`src/include/epp_pkg.sv`:
```
package epp_pkg;

    // register offsets from the port base
    localparam logic [2:0] OFF_STATUS  = 3'h1;
    localparam logic [2:0] OFF_CONTROL = 3'h2;
    localparam logic [2:0] OFF_ADDR    = 3'h3;
    localparam logic [2:0] OFF_DATA0   = 3'h4;
    localparam logic [2:0] OFF_DATA3   = 3'h7;

    // control register fields; bits 6 and 7 are not stored
    localparam int         CTL_WIDTH   = 6;
    localparam int         CTL_STROBE  = 0;
    localparam int         CTL_AUTO_FEED_OUTPUT  = 1;
    localparam int         CTL_INIT    = 2;
    localparam int         CTL_SELIN   = 3;
    localparam int         CTL_IEN     = 4;
    localparam int         CTL_DIR     = 5;
    localparam logic [5:0] CTL_RESET   = 6'h00;

    // status register fields
    localparam int         STS_TIMEOUT = 0;
    localparam int         STS_ACK     = 6;
    localparam int         STS_BUSY    = 7;

    localparam logic [7:0] BYTE_RESET  = 8'h00;

    // watchdog
    localparam int         CLK_PERIOD_NS  = 10;
    localparam int         TIMEOUT_NS     = 10000;
    localparam int         TIMEOUT_CYCLES = TIMEOUT_NS / CLK_PERIOD_NS;

    // request queue between host strobes and the cycle engine
    localparam int         FIFO_DEPTH  = 4;
    localparam int         CMD_WIDTH   = 2;
    localparam int         CMD_READ    = 1;
    localparam int         CMD_ADDR    = 0;

    // pin input filter
    localparam int         SYNC_WIDTH  = 23;

    typedef enum logic [2:0] {
        ST_IDLE     = 3'h0,
        ST_WAIT_LOW = 3'h1,
        ST_STROBE   = 3'h3,
        ST_DONE     = 3'h2
    } cycle_state_t;

endpackage

```
`src/hw/epp_parallel_port_cycles.sv`:
```
`timescale 1ns/1ps

// three-stage filter: a change counts once stages two and three agree
module pin_filter #(
    parameter int               WIDTH     = 1,
    parameter logic [WIDTH-1:0] RESET_VAL = '1
) (
    input  wire logic             clk_sys,
    input  wire logic             rst_n,
    input  wire logic [WIDTH-1:0] pin,
    output logic      [WIDTH-1:0] level
);
    logic [WIDTH-1:0] stage1;
    logic [WIDTH-1:0] stage2;
    logic [WIDTH-1:0] stage3;

    always_ff @(posedge clk_sys)
    begin
        if (!rst_n)
        begin
            stage1 <= RESET_VAL;
            stage2 <= RESET_VAL;
            stage3 <= RESET_VAL;
        end
        else
        begin
            stage1 <= pin;
            stage2 <= stage1;
            stage3 <= stage2;
        end
    end

    always_ff @(posedge clk_sys)
    begin
        if (!rst_n)
            level <= RESET_VAL;
        else
            level <= (stage3 & ~(stage2 ^ stage3)) | (level & (stage2 ^ stage3));
    end
endmodule

module req_fifo #(
    parameter int WIDTH = 2,
    parameter int DEPTH = 4
) (
    input  wire logic             clk_sys,
    input  wire logic             rst_n,
    input  wire logic             in_valid,
    output logic                  in_ready,
    input  wire logic [WIDTH-1:0] in_data,
    output logic                  out_valid,
    input  wire logic             out_ready,
    output logic      [WIDTH-1:0] out_data
);
    localparam int PW = (DEPTH > 1) ? $clog2(DEPTH) : 1;

    logic [WIDTH-1:0] mem [DEPTH];
    logic [PW-1:0]    wr_ptr;
    logic [PW-1:0]    rd_ptr;
    logic [PW:0]      count;
    logic             push;
    logic             pop;

    assign in_ready  = (count != (PW+1)'(DEPTH));
    assign out_valid = (count != '0);
    assign out_data  = mem[rd_ptr];
    assign push      = in_valid && in_ready;
    assign pop       = out_valid && out_ready;

    always_ff @(posedge clk_sys)
    begin
        if (push)
            mem[wr_ptr] <= in_data;
    end

    always_ff @(posedge clk_sys)
    begin
        if (!rst_n)
        begin
            wr_ptr <= '0;
            rd_ptr <= '0;
            count  <= '0;
        end
        else
        begin
            if (push)
                wr_ptr <= (wr_ptr == PW'(DEPTH - 1)) ? '0 : wr_ptr + PW'(1);
            if (pop)
                rd_ptr <= (rd_ptr == PW'(DEPTH - 1)) ? '0 : rd_ptr + PW'(1);
            count <= count + (PW+1)'(push) - (PW+1)'(pop);
        end
    end
endmodule

module epp_parallel_port_cycles #(
    parameter int TIMEOUT_CYCLES = epp_pkg::TIMEOUT_CYCLES,
    parameter int FIFO_DEPTH     = epp_pkg::FIFO_DEPTH
) (
    input  wire logic       clk_sys,
    input  wire logic       rst_n,
    input  wire logic       epp_mode_sel,
    input  wire logic       epp_v19_sel,
    input  wire logic       config_register_one_bit3,
    input  wire logic [2:0] host_addr,
    input  wire logic       host_ior_n,
    input  wire logic       host_iow_n,
    input  wire logic [7:0] system_data_bus_in,
    output logic      [7:0] system_data_bus_out,
    output logic            system_data_bus_oe,
    output logic            iochrdy_out,
    output logic            iochrdy_oe,
    output logic            irq,
    input  wire logic [7:0] peripheral_data_lines_in,
    output logic      [7:0] peripheral_data_lines_out,
    output logic            peripheral_data_lines_oe,
    output logic            port_direction_output,
    input  wire logic       wait_n,
    input  wire logic       ack_n,
    output logic            strobe_write_n,
    output logic            auto_feed_datastb_n,
    output logic            init_n,
    output logic            select_addrstb_n
);
    localparam int WD_W = $clog2(TIMEOUT_CYCLES + 1);

    logic [epp_pkg::SYNC_WIDTH-1:0] pins_f;
    logic                           ior_f;
    logic                           iow_f;
    logic                           wait_f;
    logic                           ack_f;
    logic [2:0]                     addr_f;
    logic [7:0]                     wdata_f;
    logic [7:0]                     pd_f;

    pin_filter #(
        .WIDTH     (epp_pkg::SYNC_WIDTH),
        .RESET_VAL ({4'hf, 19'h00000})
    ) u_filter (
        .clk_sys (clk_sys),
        .rst_n   (rst_n),
        .pin     ({host_ior_n, host_iow_n, wait_n, ack_n, host_addr,
                   system_data_bus_in, peripheral_data_lines_in}),
        .level   (pins_f)
    );

    assign {ior_f, iow_f, wait_f, ack_f, addr_f, wdata_f, pd_f} = pins_f;

    logic [epp_pkg::CTL_WIDTH-1:0]  control;
    logic                           cycle_timeout_flag;
    logic [7:0]                     epp_address_port;
    logic [7:0]                     epp_data_port;
    logic [7:0]                     read_latch;
    logic                           ior_q;
    logic                           iow_q;
    logic                           ack_q;
    logic                           req_pend;
    logic [epp_pkg::CMD_WIDTH-1:0]  req_cmd;
    logic [epp_pkg::CMD_WIDTH-1:0]  cmd;
    logic                           fifo_in_ready;
    logic                           fifo_out_valid;
    logic [epp_pkg::CMD_WIDTH-1:0]  fifo_out_data;
    epp_pkg::cycle_state_t          state;
    logic [WD_W-1:0]                wd_cnt;
    logic                           wd_run;
    logic                           timeout;
    logic                           epp_hit;
    logic                           rd_start;
    logic                           wr_start;
    logic                           wr_end;
    logic                           host_active;
    logic                           in_cycle;
    logic                           cmd_read;
    logic                           strobing;
    logic                           ctl_strobe;
    logic                           ext_mode;

    assign epp_hit  = epp_mode_sel && (addr_f >= epp_pkg::OFF_ADDR);
    assign rd_start = !ior_f && ior_q;
    assign wr_start = !iow_f && iow_q;
    assign wr_end   = iow_f && !iow_q;
    assign in_cycle = (state != epp_pkg::ST_IDLE);
    assign strobing = (state == epp_pkg::ST_STROBE);
    assign ctl_strobe = control[epp_pkg::CTL_STROBE];
    assign ext_mode = !config_register_one_bit3;

    // in 1.9 a set direction bit turns any cycle into a read, unflagged
    assign cmd_read = cmd[epp_pkg::CMD_READ]
                   || (epp_v19_sel && control[epp_pkg::CTL_DIR]);
    assign host_active = cmd[epp_pkg::CMD_READ] ? !ior_f : !iow_f;

    always_ff @(posedge clk_sys)
    begin
        if (!rst_n)
        begin
            ior_q <= 1'b1;
            iow_q <= 1'b1;
            ack_q <= 1'b1;
        end
        else
        begin
            ior_q <= ior_f;
            iow_q <= iow_f;
            ack_q <= ack_f;
        end
    end

    always_ff @(posedge clk_sys)
    begin
        if (!rst_n)
            irq <= 1'b0;
        else
            irq <= control[epp_pkg::CTL_IEN] && ack_f && !ack_q;
    end

    // leading host strobe edge queues a cycle; in 1.9 ready stays low meanwhile
    always_ff @(posedge clk_sys)
    begin
        if (!rst_n)
        begin
            req_pend <= 1'b0;
            req_cmd  <= '0;
        end
        else if ((rd_start || wr_start) && epp_hit)
        begin
            req_pend <= 1'b1;
            req_cmd  <= {rd_start, addr_f == epp_pkg::OFF_ADDR};
        end
        else if (fifo_in_ready)
            req_pend <= 1'b0;
    end

    req_fifo #(
        .WIDTH (epp_pkg::CMD_WIDTH),
        .DEPTH (FIFO_DEPTH)
    ) u_fifo (
        .clk_sys   (clk_sys),
        .rst_n     (rst_n),
        .in_valid  (req_pend),
        .in_ready  (fifo_in_ready),
        .in_data   (req_cmd),
        .out_valid (fifo_out_valid),
        .out_ready (!in_cycle),
        .out_data  (fifo_out_data)
    );

    // watchdog: 1.9 stops at wait high, 1.7 at host strobe end
    assign wd_run  = epp_v19_sel ? (state == epp_pkg::ST_WAIT_LOW || strobing) : strobing;
    assign timeout = wd_run && (wd_cnt == WD_W'(TIMEOUT_CYCLES));

    always_ff @(posedge clk_sys)
    begin
        if (!rst_n)
            wd_cnt <= '0;
        else if (wd_run && !timeout)
            wd_cnt <= wd_cnt + WD_W'(1);
        else if (!wd_run)
            wd_cnt <= '0;
    end

    always_ff @(posedge clk_sys)
    begin
        if (!rst_n)
        begin
            state <= epp_pkg::ST_IDLE;
            cmd   <= '0;
        end
        else
        begin
            case (state)
                epp_pkg::ST_IDLE:
                begin
                    if (fifo_out_valid)
                    begin
                        cmd   <= fifo_out_data;
                        state <= epp_v19_sel ? epp_pkg::ST_WAIT_LOW : epp_pkg::ST_STROBE;
                    end
                end
                epp_pkg::ST_WAIT_LOW:
                begin
                    if (timeout)
                        state <= epp_pkg::ST_DONE;
                    else if (!wait_f)
                        state <= epp_pkg::ST_STROBE;
                end
                epp_pkg::ST_STROBE:
                begin
                    if (timeout)
                        state <= epp_pkg::ST_DONE;
                    else if (epp_v19_sel && wait_f)
                        state <= epp_pkg::ST_DONE;
                    else if (!epp_v19_sel && !host_active)
                        state <= epp_pkg::ST_IDLE;
                end
                epp_pkg::ST_DONE:
                begin
                    if (!host_active)
                        state <= epp_pkg::ST_IDLE;
                end
                default:
                    state <= epp_pkg::ST_IDLE;
            endcase
        end
    end

    logic strobe_end;
    assign strobe_end = strobing && !timeout
                     && (epp_v19_sel ? wait_f : !host_active);

    // byte capture at the end of the strobe
    always_ff @(posedge clk_sys)
    begin
        if (!rst_n)
        begin
            epp_address_port <= epp_pkg::BYTE_RESET;
            epp_data_port    <= epp_pkg::BYTE_RESET;
            read_latch       <= epp_pkg::BYTE_RESET;
        end
        else if (strobe_end)
        begin
            if (cmd_read)
                read_latch <= pd_f;
            else if (cmd[epp_pkg::CMD_ADDR])
                epp_address_port <= wdata_f;
            else
                epp_data_port <= wdata_f;
        end
    end

    always_ff @(posedge clk_sys)
    begin
        if (!rst_n)
            control <= epp_pkg::CTL_RESET;
        else if (wr_end && addr_f == epp_pkg::OFF_CONTROL)
            control <= wdata_f[epp_pkg::CTL_WIDTH-1:0];
    end

    // set wins over a same-cycle software clear
    always_ff @(posedge clk_sys)
    begin
        if (!rst_n)
            cycle_timeout_flag <= 1'b0;
        else if (timeout)
            cycle_timeout_flag <= 1'b1;
        else if (wr_end && addr_f == epp_pkg::OFF_STATUS && wdata_f[epp_pkg::STS_TIMEOUT])
            cycle_timeout_flag <= 1'b0;
    end

    // drive the host byte while a write cycle runs, hold it afterwards
    always_ff @(posedge clk_sys)
    begin
        if (!rst_n)
            peripheral_data_lines_out <= epp_pkg::BYTE_RESET;
        else if (in_cycle && !cmd_read && state != epp_pkg::ST_DONE)
            peripheral_data_lines_out <= wdata_f;
    end

    always_comb
    begin
        if (in_cycle && epp_v19_sel)
            port_direction_output = cmd_read && !ctl_strobe;
        else if (ext_mode)
            port_direction_output = control[epp_pkg::CTL_DIR];
        else
            port_direction_output = 1'b0;
    end

    assign peripheral_data_lines_oe = !port_direction_output;

    // shared pins: strobe/write, autofeed/data strobe, select/address strobe
    always_comb
    begin
        strobe_write_n      = !ctl_strobe;
        auto_feed_datastb_n = !control[epp_pkg::CTL_AUTO_FEED_OUTPUT];
        select_addrstb_n    = !control[epp_pkg::CTL_SELIN];
        if (in_cycle)
            strobe_write_n = !(!cmd_read || ctl_strobe);
        if (strobing && cmd[epp_pkg::CMD_ADDR])
            select_addrstb_n = 1'b0;
        if (strobing && !cmd[epp_pkg::CMD_ADDR])
            auto_feed_datastb_n = 1'b0;
    end

    assign init_n = control[epp_pkg::CTL_INIT];

    // open drain: enable pulls the ready line low
    assign iochrdy_out = 1'b0;

    always_comb
    begin
        if (epp_v19_sel)
            iochrdy_oe = req_pend || (fifo_out_valid && !in_cycle)
                      || state == epp_pkg::ST_WAIT_LOW || strobing;
        else
            iochrdy_oe = strobing && !wait_f;
    end

    // host read data: status and control live, epp ports from the latch
    always_ff @(posedge clk_sys)
    begin
        if (!rst_n)
            system_data_bus_out <= epp_pkg::BYTE_RESET;
        else if (!ior_f)
        begin
            case (addr_f)
                epp_pkg::OFF_STATUS:
                begin
                    system_data_bus_out <= epp_pkg::BYTE_RESET;
                    system_data_bus_out[epp_pkg::STS_TIMEOUT] <= cycle_timeout_flag;
                    system_data_bus_out[epp_pkg::STS_ACK]     <= ack_f;
                    system_data_bus_out[epp_pkg::STS_BUSY]    <= wait_f;
                end
                epp_pkg::OFF_CONTROL:
                    system_data_bus_out <= {2'b00, control};
                default:
                    system_data_bus_out <= read_latch;
            endcase
        end
    end

    assign system_data_bus_oe = !ior_f && (addr_f == epp_pkg::OFF_STATUS
                             || addr_f == epp_pkg::OFF_CONTROL || epp_hit);
endmodule

```
`config.mk`:
```
export PLATFORM = sky130hd
export DESIGN_NAME = epp_parallel_port_cycles
export DESIGN_NICKNAME = d
export VERILOG_FILES = /design/src/include/epp_pkg.sv /design/src/hw/epp_parallel_port_cycles.sv
export SDC_FILE = /design/constraint.sdc
export NUM_CORES = 1
export LEC_CHECK = 0
export CAP_MARGIN = 30
export CORE_MARGIN = 2
export CORE_UTILIZATION = 56
export DETAILED_ROUTE_END_ITERATION = 6
export DONT_BUFFER_PORTS = 1
export PLACE_DENSITY = 0.77
export RECOVER_POWER = 100
export SLEW_MARGIN = 20
export SYNTH_ARGS = -nofsm -noshare
export SYNTH_HDL_FRONTEND = slang
export SYNTH_SLANG_ARGS = --single-unit
```
`constraint.sdc`:
```
create_clock -name clk_sys -period 2.4 [get_ports clk_sys]
set_clock_uncertainty 0.2 [all_clocks]
set_input_delay 0 -clock clk_sys [delete_from_list [all_inputs] [get_ports clk_sys]]
set_output_delay 0 -clock clk_sys [all_outputs]
set_load 0.1 [all_outputs]
```
# [After elaboration in Yosys (flattened, before gate mapping)]
# Memories as Yosys holds them, arrays and structs flattened. A register that Yosys moved wholly into a read port is not among the register bits.
# Cells that the tools add are included.
[op_classes] addsub=5 magnitude_cmp=1 n_eq_ne=16 mux=29 n_bitwise=5 reduce_logical=61
[op_table] operator="23-bit AND" n=2
[op_table] operator="1-bit logical AND" n=27
[op_table] operator="23-bit inverter" n=1
[op_table] operator="23-bit OR" n=1
[op_table] operator="23-bit bitwise XOR" n=1
[op_table] operator="3-bit two-way mux" n=7
[op_table] operator="10-bit two-way mux" n=2
[op_table] operator="1-bit logical NOT" n=17
[op_table] operator="8-bit one-hot mux with 2 select lines" n=1
[op_table] operator="1-bit two-way mux" n=15
[op_table] operator="3-bit by 2-bit equality test with 1-bit output (second input constant)" n=4
[op_table] operator="3-bit one-hot mux with 4 select lines" n=1
[op_table] operator="10-bit by 1-bit adder with 10-bit output (second input constant)" n=1
[op_table] operator="10-bit equality test (second input constant)" n=1
[op_table] operator="1-bit logical OR" n=9
[op_table] operator="3-bit by 1-bit equality test with 1-bit output (second input constant)" n=2
[op_table] operator="2-bit two-way mux" n=3
[op_table] operator="3-bit inequality test (second input constant)" n=2
[op_table] operator="3-bit nonzero test" n=2
[op_table] operator="2-bit by 1-bit adder with 2-bit output (second input constant)" n=2
[op_table] operator="2-bit equality test (second input constant)" n=2
[op_table] operator="2-bit by 1-bit inequality test with 1-bit output (second input constant)" n=2
[op_table] operator="4-bit by 2-bit inequality test with 1-bit output (second input constant)" n=1
[op_table] operator="2-bit AND reduction" n=2
[op_table] operator="8 further kinds" n=9
[word_totals] reg_bits=150 mem_bits_rw=8 in_bits=28 memories=1
[memory_table] memory="u_fifo.mem" words=4 word_bits=2 rd=1 rd_clocked_by_memory_dff=1 wr=1 line_no="epp_parallel_port_cycles.sv:57" source="logic [WIDTH-1:0] mem [DEPTH];"

# [Logic depth before layout (Yosys ltp)]
# Gate-level depths: netlist of the first run.
[logic_depth] ltp_word=8 depth_mapped=11

# [Cells and area by module]
# Synthesis of the first run repeated with hierarchy kept, for this count alone.
[unflattened] hier_cells=589 area_unflattened_um2=6073.3
[by_module_without_submodules] module="pin_filter" instances=1 cells_per_inst=240 area_per_inst_um2=2706.3
[by_module_without_submodules] module="epp_parallel_port_cycles" instances=1 cells_per_inst=287 area_per_inst_um2=2592.5
[by_module_without_submodules] module="req_fifo" instances=1 cells_per_inst=62 area_per_inst_um2=774.5

# [Worst setup path after synthesis of the first run]
# OpenSTA, ideal clock, no wires.
[synth_timing] path_kind="reg2out" startpoint="register (tool-made name)" endpoint="output port system_data_bus_oe" arrival_ns=3.024 path_slack_ns=-0.824 stages_incl_launch_ff=5 path_buffers=2 path_cell_list="dfxtp_1 buf_2 a21o_1 buf_2 a211oi_1"
[synth_rtl] element="end, declared" line_no="epp_parallel_port_cycles.sv:109" source="output logic system_data_bus_oe,"

# [Final worst setup path of the first run]
[layout_timing] startpoint="register state[0]" endpoint="register u_fifo.count[2]"
[layout_between] elab_chain_cells=4
[layout_lines] element="start, declared" line_no="epp_parallel_port_cycles.sv:162" source="epp_pkg::cycle_state_t state;"
[layout_lines] element="start signal, assigned" line_no="epp_parallel_port_cycles.sv:264" source="state <= epp_pkg::ST_IDLE;"
[layout_lines] element="start signal, assigned" line_no="epp_parallel_port_cycles.sv:275" source="state <= epp_v19_sel ? epp_pkg::ST_WAIT_LOW : epp_pkg::ST_STROBE;"
[layout_lines] element="start signal, assigned" line_no="epp_parallel_port_cycles.sv:281" source="state <= epp_pkg::ST_DONE;"
[layout_lines] element="3-bit nonzero test" line_no="epp_parallel_port_cycles.sv:181" source="assign in_cycle = (state != epp_pkg::ST_IDLE);"
[layout_lines] element="1-bit logical NOT" line_no="epp_parallel_port_cycles.sv:242" source=".out_ready (!in_cycle),"
[layout_lines] element="1-bit logical AND" line_no="epp_parallel_port_cycles.sv:68" source="assign pop = out_valid && out_ready;"
[layout_lines] element="net u_fifo.pop" line_no="epp_parallel_port_cycles.sv:62" source="logic pop;"
[layout_lines] element="3-bit by 1-bit subtractor with 3-bit output" line_no="epp_parallel_port_cycles.sv:90" source="count <= count + (PW+1)'(push) - (PW+1)'(pop);"
[layout_lines] element="end signal, assigned" line_no="epp_parallel_port_cycles.sv:90"
[layout_lines] element="end, declared" line_no="epp_parallel_port_cycles.sv:60" source="logic [PW:0] count;"
# The timed path passes the listed nets, and every way through them passes these cells.
# A chain may end at the register's enable or synchronous reset.

==> reports/metrics.yaml, run 1 <==
post-route-min-period_ns: 2.396
slew_viol_final: 0
drive_gt1_frac: 0.1205
hpwl_mm: 7.084
root_buffer: "clkbuf_8"
antenna_found_initial: 0
synth.distinct_cells: 49
place_ws_ns: -0.1701
tns_ns: 0
clock_latency_ns: 0.53
pwr_density_cell_nw_per_um2: 939.4
hold_path.class: "in -> reg"
synth_top_area_cell: "dfxtp_1"
worstSetupPathType: "reg -> reg"
drt-pass1-iter-count: 6
synthArstFlopShare: 0
finalWeightedCongestion: 0.7957
io_buffers: 0
synthesis.area_um2: 5734
initial_core_util: 0.5813
setup_viol: 0
worstRegToRegCells: 11
synth_common_cells: "dfxtp_1 (151), nand2_1 (65), and2_1 (62)"
vdd_ir_drop_max_uv: 810.3
synthTopCellsByArea: "dfxtp_1 (53%), and2_1 (6.8%), nand2_1 (4.3%), edfxtp_1 (4.2%), mux2i_1 (3.7%)"
relSlewSlack: 0.1592
cap_violations: 0
drc_errors: 0
cp.required_ns: 2.58
yosysMostFrequentCell: "dfxtp_1"
leakagePower_nw: 2.717
cts_sinks: 159
grt.total_usage: 0.2167
cp-start-kind: "flip-flop"
grt_pass1_vias: 4041
clockBufferDepth: 2
die_w_um: 105.2
ys_warn_count: 0
ys_ff_latch: 159
via_per_inst: 5.322
worst_slew_pin_slew_ns: 1.261
cts-htree-levels: 4
grt-ovfl-total: 0
whs_ns: 0.06864
final_cell_count_no_fill: 797
die-area_um2: 11060
crit_fanout: 2
grt_max_degree: 104
clock.fmax_ghz: 0.4174
drt_wl_total_mm: 11.46
final.setup.worst_slack_ns: 0.004022
fillers: 699
finalHoldViolations: 0
clk_pin_slew_worst_paths_ns: 0.06
finalNetCount: 689
synth_edf_count: 8
end_kind: "flip-flop"
drt-initial-drc-count: 344
syn_to_final_growth_pct: 25.40
netlist_instances: 571
avgRoutedWirePerCell_um: 14.38
synth.avg_cell_area_um2: 10.04
min_delay_path_depth: 3
die_height_um: 105.2
rsz0062_at_grt: "true"
numCtsBuffers: 17
synth_top_cell_area_share: 0.5272
synth_nets: 609
grt_pass1_wl_mm: 18.73
utilization: 0.7289
boundaryPins: 54
cts_tree: "yes"
dp_cells: 713
antennaDiodeCount: 0
vias: 4242
post-route-period-util: 0.9983
antenna_left: 0
rows: 36
crit_arrival_ns: 2.58
coreArea_um2: 9864
synth_top_flop_cell: "dfxtp_1"
status: "complete, no violations"
synth-seq-area-share: 0.5691
cell type report:
type,instances,area [um^2],area share
Clock buffer,21,459.2,0.06386
Clock inverter,11,125.1,0.01740
Inverter,14,55.05,0.007656
Multi-Input combinational cell,370,2376,0.3304
Sequential cell,159,3267,0.4543
Tap cell,133,166.4,0.02314
Timing Repair Buffer,89,742.0,0.1032
routing by layer:
metal	vias to the layer above	track usage	share of wire
met2	105	0.3770	0.53
met5	-	0	0
met3	21	0.06488	0.047
met4	0	0.09714	0.020
met1	2017	0.2431	0.41
li1	2099	-	-
path summary, 6_finish.rpt:
check                                       from                             end  slack [ns]
setup / recovery           state[0]$_SDFFE_PN0P_      u_fifo.count[2]$_SDFF_PN0_       0.004
hold / removal                      epp_mode_sel         req_cmd[1]$_SDFFE_PN0P_        0.07
setup reg to reg           state[0]$_SDFFE_PN0P_      u_fifo.count[2]$_SDFF_PN0_       0.004
hold reg to reg   u_filter.stage1[19]$_SDFF_PN1_  u_filter.stage2[19]$_SDFF_PN1_        0.22
repair_timing:
item                                    in CTS  in global routing
setup buffers                                0                  1
gates resized for setup                     13                  2
hold buffers                                51                  0
endpoints found under the setup margin       1                  1
hold endpoints to repair                   150                  0
cloned                                       0                  0
pin swaps                                    4                  2
report_power, final:
part / internal, W / switching (W)
Combinational: 0.000495 / 0.000752
Clock: 0.00158 / 0.00105
Sequential: 0.00278 / 0.000102
per-stage QoR:
step	cell area, um^2	total power, W
after floorplan	5744	0.003661
after CTS	7247	0.006758
after global placement	6085	0.003898
after global routing	7191	0.007023
after detailed placement	6085	0.003949
final	7191	0.006755
critical path, stage by stage (launching register included):
cell     delay [ns]
dfxtp_2        0.32
or2_4          0.24
or2_4          0.24
inv_4          0.07
ha_4           0.19
inv_2          0.07
ha_4           0.12
inv_2          0.04
fa_2           0.36
xor2_2         0.19
xnor2_1        0.16
nor2_1         0.07
cells by family after synthesis:
family          Yosys count  share of synthesized area
simple gates            220                     0.1990
flops                   159                     0.5691
compound gates          104                     0.1104
buf+inv                  42                    0.03142
mux                      25                    0.05106
fa+ha+maj                10                    0.02313
xor+xnor                 10                    0.01527
other cells               1                  0.0006540
cells in the final DEF (no fill, tap or decap), types with 3 or more instances in the layout:
cell,instances
a22o_1,3
dfxtp_1,148
nand4_1,3
a22oi_1,7
dlygate4sd3_1,50
inv_2,3
edfxtp_1,8
buf_4,19
nor2_1,36
xnor2_1,3
dfxtp_2,3
nand2_1,65
nand3_1,15
clkbuf_16,16
xor2_1,6
inv_1,10
and2_1,58
mux2i_1,21
o211ai_1,6
clkbuf_8,4
o21ai_0,26
inv_6,5
a221oi_1,3
nor2b_1,4
clkinv_2,3
ha_1,7
and2_0,4
nor3_1,6
o211a_1,5
clkbuf_1,20
a21oi_1,40
nand2b_1,14
No activity file was read; power rests on OpenSTA's default activity.
==> inputs of run 2 (changes only) <==
Settings changed: CAP_MARGIN 30 to 40, CORE_MARGIN 2 to 4, CORE_UTILIZATION 56 to 59, CTS_BUF_LIST set to sky130_fd_sc_hd__clkbuf_8, PLACE_DENSITY 0.77 to 0.81.
==> run 2 against run 1 <==
  * Non-clock buffer count rose by 4
  * Die area rose by 2.7%
  * Routed wire length rose by 0.54%
  * Worst hold slack improved by 0.072 ns
  * First-iteration DRC count fell by 19%
  * Largest power group unchanged
  * Clock power fell by 28%
  * Maximum frequency rose by 1.7%
  * Power fell by 11%
  * Sequential power barely moved
  * Critical endpoint unchanged
  * Cell count did not move
==> reports/metrics.yaml, run 2 (synthesis gave the netlist of run 1 again) <==
post-route-period-util: 0.9817  # was 0.9983
rsz0062_at_grt: "false"  # was true
rows: 35  # was 36
power_w: 0.006007  # was 0.006755 W
drt-initial-drc-count: 280  # was 344
crit_arrival_ns: 2.48  # was 2.58 ns
clock.fmax_ghz: 0.4244  # was 0.4174 GHz
worst_slew_pin_slew_ns: 1.303  # was 1.261 ns
cts_tree: "yes"  # unchanged
grt_pass1_wl_mm: 19.80  # was 18.73 mm
clockBufferDepth: 2  # unchanged
worst-path-stages: 11  # unchanged
finalNetCount: 693  # was 689
clk_pin_slew_worst_paths_ns: 0.09  # was 0.06 ns
cp.required_ns: 2.53  # was 2.58 ns
crit_chain: "or2_4 > or2_4 > inv_4 > ha_4 > inv_2 > ha_4 > inv_2 > fa_2 > xor2_1 > xnor2_1 > nor2_1"  # was or2_4 > or2_4 > inv_4 > ha_4 > inv_2 > ha_4 > inv_2 > fa_2 > xor2_2 > xnor2_1 > nor2_1
hpwl_mm: 7.101  # was 7.084 mm
grt_max_degree: 104  # unchanged
relSlewSlack: 0.1311  # was 0.1592
root_buffer: "clkbuf_8"  # unchanged
post-route-min-period_ns: 2.356  # was 2.396 ns
pwr_density_cell_nw_per_um2: 857.8  # was 939.4 nW/um^2
syn_to_final_growth_pct: 22.13  # was 25.40%
initial_core_util: 0.6119  # was 0.5813
boundaryPins: 54  # unchanged
tns_ns: 0  # unchanged
grt-ovfl-total: 0  # unchanged
grt_pass1_vias: 4301  # was 4,041
drt-pass1-iter-count: 6  # unchanged
slew_viol_final: 0  # unchanged
critPathBufInv: 3  # unchanged
hold_path.class: "in -> reg"  # unchanged
layout.cells.most_common_list: "dfxtp_1 (151), nand2_1 (65), dlygate4sd3_1 (50), a21oi_1 (40), and2_1 (38)"  # was dfxtp_1 (148), nand2_1 (65), and2_1 (58), dlygate4sd3_1 (50), a21oi_1 (40)
crit_path_max_incr_delay_ns: 0.38  # was 0.36 ns
clock_latency_ns: 0.44  # was 0.53 ns
cts_sinks: 159  # unchanged
crit_fanout: 2  # unchanged
cts-htree-levels: 4  # unchanged
die_height_um: 106.6  # was 105.2 um
drc_errors: 0  # unchanged
grt.total_usage: 0.2169  # was 0.2167
critical_path.slowest_cell: "fa_2"  # unchanged
numCtsBuffers: 17  # unchanged
cp_top_family: "adder cells"  # unchanged
antenna_left: 0  # unchanged
finalHoldViolations: 0  # unchanged
avgRoutedWirePerCell_um: 14.46  # was 14.38 um
fillers: 655  # was 699
final_common_cell: "dfxtp_1"  # unchanged
worstSetupPathType: "reg -> reg"  # unchanged
cp-start-kind: "flip-flop"  # unchanged
cap_violations: 0  # unchanged
vias: 4278  # was 4,242
vdd_ir_drop_max_uv: 546.7  # was 810.3 uV
die_w_um: 106.6  # was 105.2 um
antenna_found_initial: 0  # unchanged
coreArea_um2: 9371  # was 9864 um^2
drive_gt1_frac: 0.1153  # was 0.1205
antennaDiodeCount: 0  # unchanged
worstRegToRegCells: 11  # unchanged
via_per_inst: 5.368  # was 5.322
drt_wl_total_mm: 11.52  # was 11.46 mm
min_delay_path_depth: 3  # unchanged
die-area_um2: 11360  # was 11,060 um^2
leakagePower_nw: 2.592  # was 2.717 nW
end_kind: "flip-flop"  # unchanged
io_buffers: 0  # unchanged
finalWeightedCongestion: 0.8236  # was 0.7957
status: "complete, no violations"  # unchanged
setup_viol: 0  # unchanged
-- run 2: cell count changes in the layout (fill, tap and decap cells not counted), moves of 4 or more --
cell | previous run | this run
inv_6 | 5 | 1
inv_8 | 0 | 6
clkbuf_8 | 4 | 17
clkbuf_2 | 0 | 4
clkbuf_16 | 16 | 0
and2_0 | 4 | 24
clkinv_4 | 0 | 5
and2_1 | 58 | 38
buf_4 | 19 | 9
-- run 2: area by class of cell --
cell class	instances	area, um^2	share of cell area
Tap cell	129	161.4	0.02305
Inverter	14	55.05	0.007861
Multi-Input combinational cell	370	2360	0.3370
Sequential cell	159	3263	0.4660
Clock buffer	17	234.0	0.03341
Timing Repair Buffer	93	760.7	0.1086
Clock inverter	15	168.9	0.02412
-- run 2: worst paths after layout --
kind	from	to	slack [ns]
max	state[0]$_SDFFE_PN0P_	u_fifo.count[2]$_SDFF_PN0_	0.04
min	epp_mode_sel	req_cmd[1]$_SDFFE_PN0P_	0.14
max reg2reg	state[0]$_SDFFE_PN0P_	u_fifo.count[2]$_SDFF_PN0_	0.04
min reg2reg	u_filter.stage1[20]$_SDFF_PN1_	u_filter.stage2[20]$_SDFF_PN1_	0.22
-- run 2: timing repair --
| action | in CTS | in global routing |
|---|---|---|
| resized for setup | 12 | 2 |
| pin swaps | 4 | 1 |
| endpoints found under the setup margin | 1 | 2 |
| endpoints found under the hold margin | 150 | 0 |
| buffers inserted | 3 | 1 |
| hold buffers | 51 | 0 |
-- run 2: power by group --
| part | leakage, nW | internal (W) | switching, W |
|---|---|---|---|
| clock network | 0.204 | 0.000792 | 0.00110 |
| registers | 1.30 | 0.00277 | 0.0000926 |
| logic | 1.09 | 0.000507 | 0.000744 |
-- run 2: tightest hold or removal path: stages --
cell and delay (ns):
dlygate4sd3_1 0.59, nand3_1 0.09, a21oi_1 0.06
-- run 2: metal layers --
metal  GRT usage  wire, um  part of all wire
met5           0         0                 0
met4     0.08858       291             0.025
met3     0.05057       498             0.043
met2      0.3934      6027              0.52
met1      0.2442      4706              0.41
-- run 2: metrics by stage --
| step | hold WS (ns) | setup slack [ns] | utilization | area (um^2) | std cells |
|---|---|---|---|---|---|
| final | 0.1406 | 0.04386 | 0.7473 | 7003 | 797 |
| after global routing | 0.1497 | 0.001919 | 0.7473 | 7003 | 797 |
| after CTS | 0.1042 | 0.01284 | 0.7558 | 7083 | 795 |
| after detailed placement | -0.1176 | -0.1888 | 0.6495 | 6087 | 709 |
| after global placement | -0.1216 | -0.04419 | 0.6479 | 6072 | 708 |
| after floorplan | -0.09853 | -0.09876 | - | 5744 | 571 |
